## config.mk

```make
export PLATFORM = sky130hd
export DESIGN_NAME = pbcd_top
export DESIGN_NICKNAME = d
export VERILOG_FILES = /design/src/logic/pbcd_pkg.sv /design/src/logic/pbcd_decode_if.sv /design/src/logic/pbcd_field_decoder.sv /design/src/logic/pbcd_top.sv
export VERILOG_INCLUDE_DIRS = /design/src /design/src/logic
export SDC_FILE = /design/constraint.sdc
export NUM_CORES = 1
export LEC_CHECK = 0
export ABC_AREA = 1
export CELL_PAD_IN_SITES_DETAIL_PLACEMENT = 1
export CELL_PAD_IN_SITES_GLOBAL_PLACEMENT = 1
export CORE_ASPECT_RATIO = 1.25
export CORE_MARGIN = 5
export CORE_UTILIZATION = 48
export DETAILED_ROUTE_END_ITERATION = 12
export DONT_BUFFER_PORTS = 1
export PLACE_DENSITY_LB_ADDON = 0.12
export SYNTH_ARGS = -nofsm -noshare
export SYNTH_HDL_FRONTEND = slang
export SYNTH_SLANG_ARGS = --single-unit
```

## constraint.sdc

```tcl
create_clock -name clock -period 1.8 [get_ports clock]
set_clock_uncertainty 0.2 [all_clocks]
set_input_delay 0 -clock clock [delete_from_list [all_inputs] [get_ports clock]]
set_output_delay 0 -clock clock [all_outputs]
set_load 0.005 [all_outputs]
```

## src/logic/pbcd_defines.svh

```systemverilog
// Offsets, field positions and reset values of the PLL boot configuration decoder.
`ifndef PBCD_DEFINES_SVH
`define PBCD_DEFINES_SVH
`define PBCD_OFF_CFG_WORD 8'h00
`define PBCD_OFF_DECODED 8'h04
`define PBCD_OFF_STATUS 8'h08
`define PBCD_RSVD_MASK 32'hbff8_8000
`define PBCD_BIT_USB_FSEL 30
`define PBCD_ODIV_LSB 16
`define PBCD_MULT_LSB 8
`define PBCD_BIT_SRC 7
`define PBCD_RNG_LSB 4
`define PBCD_IDIV_LSB 0
`define PBCD_RST_WORD 32'hffff_ffff
`define PBCD_RST_DIV 6'h02
`define PBCD_RST_MULT 8'h01
`endif

```

## src/logic/pbcd_pkg.sv

```systemverilog
// Types shared by the PLL boot configuration decoder modules.
package pbcd_pkg;
    typedef enum logic [2:0] {
        PBCD_RNG_BYPASS = 3'h0,
        PBCD_RNG_5_10 = 3'h1,
        PBCD_RNG_8_16 = 3'h2,
        PBCD_RNG_13_26 = 3'h3,
        PBCD_RNG_21_42 = 3'h4,
        PBCD_RNG_34_64 = 3'h5,
        PBCD_RNG_RSVD6 = 3'h6,
        PBCD_RNG_RSVD7 = 3'h7
    } pbcd_range_e;
    typedef enum logic [1:0] {
        PBCD_ST_RESET = 2'h0,
        PBCD_ST_CAPTURE = 2'h1,
        PBCD_ST_HOLD = 2'h2
    } pbcd_state_e;
endpackage

```

## src/logic/pbcd_decode_if.sv

```systemverilog
// Interface carrying the raw word into the field decoder and the decoded settings back.
`timescale 1ns/1ps
interface pbcd_decode_if;
    logic [31:0] word;
    logic usb_ref_24mhz;
    logic [5:0] out_divisor;
    logic [7:0] feedback_mult;
    logic src_internal_rc;
    logic [2:0] input_range;
    logic [2:0] input_divisor;
    logic range_reserved;
    logic rsvd_bits_bad;
    modport decoder (input word, output usb_ref_24mhz, out_divisor, feedback_mult,
        src_internal_rc, input_range, input_divisor, range_reserved, rsvd_bits_bad);
    modport user (output word, input usb_ref_24mhz, out_divisor, feedback_mult,
        src_internal_rc, input_range, input_divisor, range_reserved, rsvd_bits_bad);
endinterface

```

## src/logic/pbcd_field_decoder.sv

```systemverilog
// Combinational decode of the boot configuration word fields.
`timescale 1ns/1ps
`include "pbcd_defines.svh"
module pbcd_field_decoder (
    pbcd_decode_if.decoder dec // Raw word in, decoded settings out.
);
    logic [2:0] odiv;
    always_comb begin
        odiv = dec.word[`PBCD_ODIV_LSB +: 3];
        dec.usb_ref_24mhz = dec.word[`PBCD_BIT_USB_FSEL]; // see RULE_02
        case (odiv) // see RULE_03
            3'h0, 3'h1: dec.out_divisor = 6'h02;
            3'h2: dec.out_divisor = 6'h04;
            3'h3: dec.out_divisor = 6'h08;
            3'h4: dec.out_divisor = 6'h10;
            default: dec.out_divisor = 6'h20;
        endcase
        dec.feedback_mult = {1'b0, dec.word[`PBCD_MULT_LSB +: 7]} + 8'h01; // see RULE_04
        dec.src_internal_rc = dec.word[`PBCD_BIT_SRC]; // see RULE_05
        dec.input_range = dec.word[`PBCD_RNG_LSB +: 3]; // see RULE_06
        dec.range_reserved = (dec.input_range == pbcd_pkg::PBCD_RNG_RSVD6) ||
            (dec.input_range == pbcd_pkg::PBCD_RNG_RSVD7); // see RULE_06
        dec.input_divisor = dec.word[`PBCD_IDIV_LSB +: 3];
        // A programmer that cleared a reserved bit is flagged, not corrected.
        dec.rsvd_bits_bad = (dec.word & `PBCD_RSVD_MASK) != `PBCD_RSVD_MASK; // see RULE_01
    end
endmodule // pbcd_field_decoder

```

## src/logic/pbcd_top.sv

```systemverilog
// PLL boot configuration decoder: captures the word at reset release and holds decoded settings.
// Summary of operation
// RULE_01 - Reserved bits 31, 29-19, 15 programmed as ones.
// RULE_02 - Bit 30: one 24 MHz, zero 12 MHz.
// RULE_03 - Bits 18-16 pick output divisor 2..32.
// RULE_04 - Bits 14-8 plus one give multiplier.
// RULE_05 - Bit 7 picks fast RC or primary oscillator.
// RULE_06 - Bits 6-4 pick range; 110, 111 reserved.
// RULE_07 - Capture once after reset, hold until reset.
`timescale 1ns/1ps
`include "pbcd_defines.svh"
module pbcd_top (
    input wire logic clock, // 250 MHz system clock.
    input wire logic rstn, // Asynchronous reset, active low.
    input wire logic [31:0] cfg_word_pins, // Nonvolatile word, static from outside.
    input wire logic wb_cyc_i, // Wishbone cycle.
    input wire logic wb_stb_i, // Wishbone strobe.
    input wire logic wb_we_i, // Wishbone write enable.
    input wire logic [7:0] wb_adr_i, // Wishbone byte address.
    input wire logic [31:0] wb_dat_i, // Wishbone write data, ignored.
    input wire logic [3:0] wb_sel_i, // Wishbone byte selects.
    output logic [31:0] wb_dat_o, // Wishbone read data.
    output logic wb_ack_o, // Wishbone acknowledge.
    output logic wb_err_o, // Wishbone error for unmapped or write access.
    output logic cfg_valid, // Settings captured and stable.
    output logic usb_pll_ref_freq_select, // One for 24 MHz reference.
    output logic [5:0] sys_pll_output_divisor, // Output divide ratio.
    output logic [7:0] sys_pll_feedback_multiplier, // Feedback multiply factor.
    output logic sys_pll_source_select, // One for internal fast RC oscillator.
    output logic [2:0] sys_pll_input_range, // Input frequency range code.
    output logic [2:0] sys_pll_input_divisor, // Raw input divisor code.
    output logic cfg_range_reserved, // Range code is reserved.
    output logic cfg_rsvd_bits_bad // A reserved bit was found cleared.
);
    logic [31:0] sync1_q;
    logic [31:0] sync2_q;
    logic [31:0] sync1_d;
    logic [31:0] sync2_d;
    pbcd_pkg::pbcd_state_e state_q;
    pbcd_pkg::pbcd_state_e state_d;
    logic [31:0] word_q;
    logic [31:0] word_d;
    logic usb_q;
    logic usb_d;
    logic src_q;
    logic src_d;
    logic rres_q;
    logic rres_d;
    logic rbad_q;
    logic rbad_d;
    logic valid_q;
    logic valid_d;
    logic [5:0] odiv_q;
    logic [5:0] odiv_d;
    logic [7:0] mult_q;
    logic [7:0] mult_d;
    logic [2:0] rng_q;
    logic [2:0] rng_d;
    logic [2:0] idiv_q;
    logic [2:0] idiv_d;
    logic [31:0] rdat_q;
    logic [31:0] rdat_d;
    logic ack_q;
    logic ack_d;
    logic err_q;
    logic err_d;
    logic [31:0] decoded_view;
    logic [31:0] status_view;
    logic req;
    pbcd_decode_if dec_if ();

    // The pins come from outside the clock domain, so two flops guard them.
    always_comb begin
        sync1_d = cfg_word_pins;
        sync2_d = sync1_q;
    end
    // No reset on the synchroniser: it has to hold the pin level already when reset
    // lifts, because the capture two edges later would otherwise freeze the reset
    // value instead of the programmed word.
    always_ff @(posedge clock) begin
        sync1_q <= sync1_d;
        sync2_q <= sync2_d;
    end

    assign dec_if.word = word_q;
    pbcd_field_decoder u_decoder (
        .dec(dec_if)
    );

    // Capture takes the synchroniser output on the second edge after reset release, then freezes for good.
    always_comb begin
        state_d = state_q;
        word_d = word_q;
        valid_d = valid_q;
        case (state_q)
            pbcd_pkg::PBCD_ST_RESET: begin
                // One edge is spent here so the capture never races the reset release.
                state_d = pbcd_pkg::PBCD_ST_CAPTURE;
            end
            pbcd_pkg::PBCD_ST_CAPTURE: begin
                // Capture reads the second stage only; the first may still be settling.
                word_d = sync2_q; // see RULE_07
                state_d = pbcd_pkg::PBCD_ST_HOLD;
            end
            pbcd_pkg::PBCD_ST_HOLD: begin
                // HOLD has no exit: only a reset can leave it, which freezes the settings.
                valid_d = 1'b1; // see RULE_07
            end
            default: begin
                state_d = pbcd_pkg::PBCD_ST_RESET;
            end
        endcase
    end
    always_ff @(posedge clock or negedge rstn) begin
        if (!rstn) begin
            state_q <= pbcd_pkg::PBCD_ST_RESET;
            word_q <= `PBCD_RST_WORD;
            valid_q <= 1'b0;
        end else begin
            state_q <= state_d;
            word_q <= word_d;
            valid_q <= valid_d;
        end
    end

    // Decoded outputs are registered so each port comes from a flop.
    // During reset these hold their own reset values, then until capture the decode of the reset word, so users must wait for
    // cfg_valid before they trust any setting.
    always_comb begin
        usb_d = dec_if.usb_ref_24mhz;
        odiv_d = dec_if.out_divisor;
        mult_d = dec_if.feedback_mult;
        src_d = dec_if.src_internal_rc;
        rng_d = dec_if.input_range;
        idiv_d = dec_if.input_divisor;
        rres_d = dec_if.range_reserved;
        rbad_d = dec_if.rsvd_bits_bad;
    end
    always_ff @(posedge clock or negedge rstn) begin
        if (!rstn) begin
            usb_q <= 1'b1;
            odiv_q <= `PBCD_RST_DIV;
            mult_q <= `PBCD_RST_MULT;
            src_q <= 1'b0;
            rng_q <= 3'h0;
            idiv_q <= 3'h0;
            rres_q <= 1'b0;
            rbad_q <= 1'b0;
        end else begin
            usb_q <= usb_d;
            odiv_q <= odiv_d;
            mult_q <= mult_d;
            src_q <= src_d;
            rng_q <= rng_d;
            idiv_q <= idiv_d;
            rres_q <= rres_d;
            rbad_q <= rbad_d;
        end
    end

    // Registers are read only; writes and unmapped reads end with an error.
    // Ack and err are registered, so the answer comes one cycle after the request is taken;
    // the guard on ack_q and err_q keeps a strobe that is still held from being taken twice.
    assign req = wb_cyc_i && wb_stb_i && !ack_q && !err_q;
    // Read layouts; gaps between fields read as zero.
    assign decoded_view = {8'h00, mult_q, 2'h0, odiv_q, 1'b0, idiv_q, 1'b0, rng_q};
    assign status_view = {26'h0, rbad_q, rres_q, src_q, usb_q, 1'b0, valid_q};
    always_comb begin
        rdat_d = 32'h0000_0000;
        ack_d = 1'b0;
        err_d = 1'b0;
        if (req) begin
            if (wb_we_i) begin
                err_d = 1'b1; // see RULE_07
            end else begin
                case (wb_adr_i)
                    `PBCD_OFF_CFG_WORD: begin
                        rdat_d = word_q;
                        ack_d = 1'b1;
                    end
                    `PBCD_OFF_DECODED: begin
                        rdat_d = decoded_view;
                        ack_d = 1'b1;
                    end
                    `PBCD_OFF_STATUS: begin
                        rdat_d = status_view;
                        ack_d = 1'b1;
                    end
                    default: begin
                        // Unmapped offsets answer with err and read as zero.
                        err_d = 1'b1;
                    end
                endcase
            end
        end
    end
    always_ff @(posedge clock or negedge rstn) begin
        if (!rstn) begin
            rdat_q <= 32'h0000_0000;
            ack_q <= 1'b0;
            err_q <= 1'b0;
        end else begin
            rdat_q <= rdat_d;
            ack_q <= ack_d;
            err_q <= err_d;
        end
    end

    // Every output port is a flop; these assigns only rename.
    assign wb_dat_o = rdat_q;
    assign wb_ack_o = ack_q;
    assign wb_err_o = err_q;
    assign cfg_valid = valid_q;
    assign usb_pll_ref_freq_select = usb_q;
    assign sys_pll_output_divisor = odiv_q;
    assign sys_pll_feedback_multiplier = mult_q;
    assign sys_pll_source_select = src_q;
    assign sys_pll_input_range = rng_q;
    assign sys_pll_input_divisor = idiv_q;
    assign cfg_range_reserved = rres_q;
    assign cfg_rsvd_bits_bad = rbad_q;
endmodule // pbcd_top

```

==> results.yml <==
outcome:
  status: "finished, violations left"
  violations: "negative hold slack"
cts:
  max-clock-path-buffers: 2
  clkSlewWorstSetupHoldPaths_ps: 60
  clock-root-buffer: "clkbuf_16"
  cts.sinks: 156
  numCtsBuffers: 17
  cts_hold_buf: 81
  insertion_delay_ps: 410
  cts_tree: "done"
  htree_levels: 4
grt:
  overflow: 0
  grt_pass1_vias: 3531
  antenna_found_initial: 0
  grt_use_total: 0.194
  grt_max_degree: 93
  grt_first_pass_wirelength_um: 18400
power_and_ir_drop:
  peakVddDrop_v: 0.000813
  comb_power_share: 0.033
  power_switching_w: 0.00166
  p_int_w: 0.00577
  p_per_area_nw_per_um2: 1120
  seqPwrFrac: 0.504
  p_clk_frac: 0.463
  leakagePower_nw: 3.07
  power_w: 0.00743
  switching_share: 0.223
yosys:
  synthTopCellsByArea: "dfrtp_1, dfxtp_1, dfstp_2"
  synth_area_um2: 4990
  synthArstFlopShare: 0.590
  yosysTopAreaCell: "dfrtp_1"
  synthDominantCellAreaShare: 0.286
  yosys_warnings: 0
  syn_inst: 418
  synth-main-ff-cell: "dfxtp_1"
  ys_seq_area_frac: 0.727
  synth-seq-cells: 156
  yosysMostFrequentCell: "dfxtp_1"
  syn_avg_cell_area_um2: 11.9
  synthDistinctLibCells: 28
  synth_edf_count: 0
  netlist_top_cells_count: "dfxtp_1, dfrtp_1, nand2_1, nor2_1, inv_1"
  syn_nets: 500
timing:
  max_clock_freq_mhz: 578
  fin_hold_ws_ps: -919
  maxSlewViolCount: 0
  period_minus_slack_ps: 1730
  timing.final.crit_share: 0.961
  setup_viol: 0
  final-hold-violation-count: 92
layout:
  fill_cells: 995
  final_core_util: 0.650
  antenna_cells: 0
  area_delta_synth_final_pct: 32.4
  layout.nets: 601
  fin_cells: 661
  drive_gt1_frac: 0.241
worst_hold_path:
  holdCritPathClass: "primary input to async pin"
floorplan:
  start_util: 0.491
  io-pin-count: 140
  fp.dieH_um: 124
  fp.dieArea_um2: 12500
  core_um2: 10200
  die_w_um: 101
  row_count: 41
routing:
  ant_nets: 0
  wl_per_cell_um: 18.3
  drt-met1-wl_um: 4550
  drtIter0Drc: 145
  drt-pass1-iter-count: 4
  drc_errors: 0
  vias: 3192
  wl_met2_um: 6620
  route.met3.wl_um: 725
  top_layer: "met4"
  wl_um: 12100
  viasPerCell: 4.83
critical_path:
  cp_data_arrival_time_ps: 1810
  r2r_start: "wb_ack_o"
  crit_start: "wb_adr_i[1]"
  worstPathRequired_ps: 1880
  crit_fanout: 12
  criticalPathCategory: "primary input to flop"
  critPathCaptureType: "flop"
  cp-start-kind: "primary input"
placement:
  io_buffer_count: 0
  place_congestion: 0.744
  hpwl_um: 6370
  dp.cells: 539
flow_run:
  drv_cap: 0
routing by layer:
metal | vias to the layer above | GRT usage
li1 | 1486 | -
met1 | 1593 | 0.216
met2 | 95 | 0.347
met3 | 18 | 0.0549
met4 | 0 | 0.0765
met5 | - | 0
worst max-delay path, cell delays in order:
cell	delay (ps)
dlygate4sd3_1	570
inv_1	110
nand2_4	80
nor2_8	220
nand2_4	90
nand3_2	100
a21oi_1	70
dlygate4sd3_1	560
cell type report:
type / count / area, um2 / area share
Clock inverter: 12 / 103 / 0.0155
Inverter: 46 / 173 / 0.0261
Sequential cell: 156 / 3630 / 0.549
Clock buffer: 20 / 478 / 0.0723
Timing Repair Buffer: 95 / 948 / 0.144
Multi-Input combinational cell: 203 / 1120 / 0.169
Tap cell: 129 / 161 / 0.0244
layout by cell type (no fill, tap or decap), drive strengths merged, types with 2 or more instances in the layout:
| master | synthesis | layout |
|---|---|---|
| clkbuf | 1 | 21 |
| dlymetal6s4s | 0 | 4 |
| nor2 | 72 | 72 |
| dlygate4sd3 | 0 | 77 |
| a21oi | 16 | 16 |
| dfxtp | 64 | 64 |
| xor2 | 5 | 5 |
| inv | 46 | 52 |
| clkinv | 0 | 5 |
| dfrtp | 57 | 57 |
| nand2 | 58 | 58 |
| nor3 | 4 | 4 |
| or2 | 1 | 2 |
| buf | 13 | 13 |
| nand3 | 25 | 25 |
| mux2 | 17 | 17 |
| dfstp | 35 | 35 |
kinds of logic (layout without fill, tap and decap cells):
logic type      after synthesis  after routing  share of synthesized area
simple gates                162            163                      0.152
flops                       156            156                      0.727
buf+inv                      60            173                     0.0544
mux                          17             17                     0.0384
compound gates               16             16                     0.0160
xor+xnor                      5              5                    0.00877
fa+ha+maj                     1              1                    0.00251
other cells                   1              1                   0.000751
per-stage QoR:
| stage | setup TNS (ps) | hold slack (ps) | setup WS [ps] | area, um2 |
|---|---|---|---|---|
| 2_1_floorplan | 0 | -496 | 408 | 4990 |
| 3_3_place_gp | 0 | -493 | 238 | 5100 |
| 3_5_place_dp | 0 | -493 | 187 | 5100 |
| 4_1_cts | 0 | -935 | 24.1 | 6490 |
| 5_1_grt | -160 | -945 | -35.7 | 6610 |
| 6_report | 0 | -919 | 70.8 | 6610 |
registers in the layout (all words and copies together), names as in the netlist:
| name | count |
|---|---|
| sys_pll_input_divisor | 3 |
| sys_pll_input_range | 3 |
| sys_pll_source_select | 1 |
| dec_if.word | 32 |
| cfg_valid | 1 |
| cfg_rsvd_bits_bad | 1 |
| sys_pll_output_divisor | 5 |
| wb_err_o | 1 |
| sys_pll_feedback_multiplier | 8 |
| state_q | 2 |
| cfg_range_reserved | 1 |
| wb_ack_o | 1 |
| wb_dat_o | 32 |
| usb_pll_ref_freq_select | 1 |
| sync1_q | 32 |
| sync2_q | 32 |
power by group through the flow:
| stage | Combinational [W] | Clock (W) | Sequential [W] |
|---|---|---|---|
| floorplan | 0.0000842 | 0 | 0.00377 |
| global placement | 0.0000933 | 0 | 0.00380 |
| detailed placement | 0.0000991 | 0 | 0.00381 |
| CTS | 0.000229 | 0.00347 | 0.00374 |
| global route | 0.000270 | 0.00365 | 0.00376 |
| finish | 0.000246 | 0.00344 | 0.00374 |
final timing paths:
kind | endpoint | slack [ps] | cells after the start
setup reg to reg | wb_err_o | 100 | 4
hold / removal | wb_dat_o[0] | -920 | 0
min in group clock | wb_dat_o[18] | 120 | 8
setup / recovery | wb_err_o | 70 | 8
max in group asynchronous | dec_if.word[8] | 2070 | 0
hold reg to reg | sync2_q[4] | 120 | 0
timing repair:
item / 4_1_cts / 5_1_grt
endpoints found under the hold margin: 158 / 92
resized for setup: 0 / 11
endpoints found under the setup margin: 0 / 8
buffers inserted: 0 / 6
No activity file was read; power rests on OpenSTA's default activity.
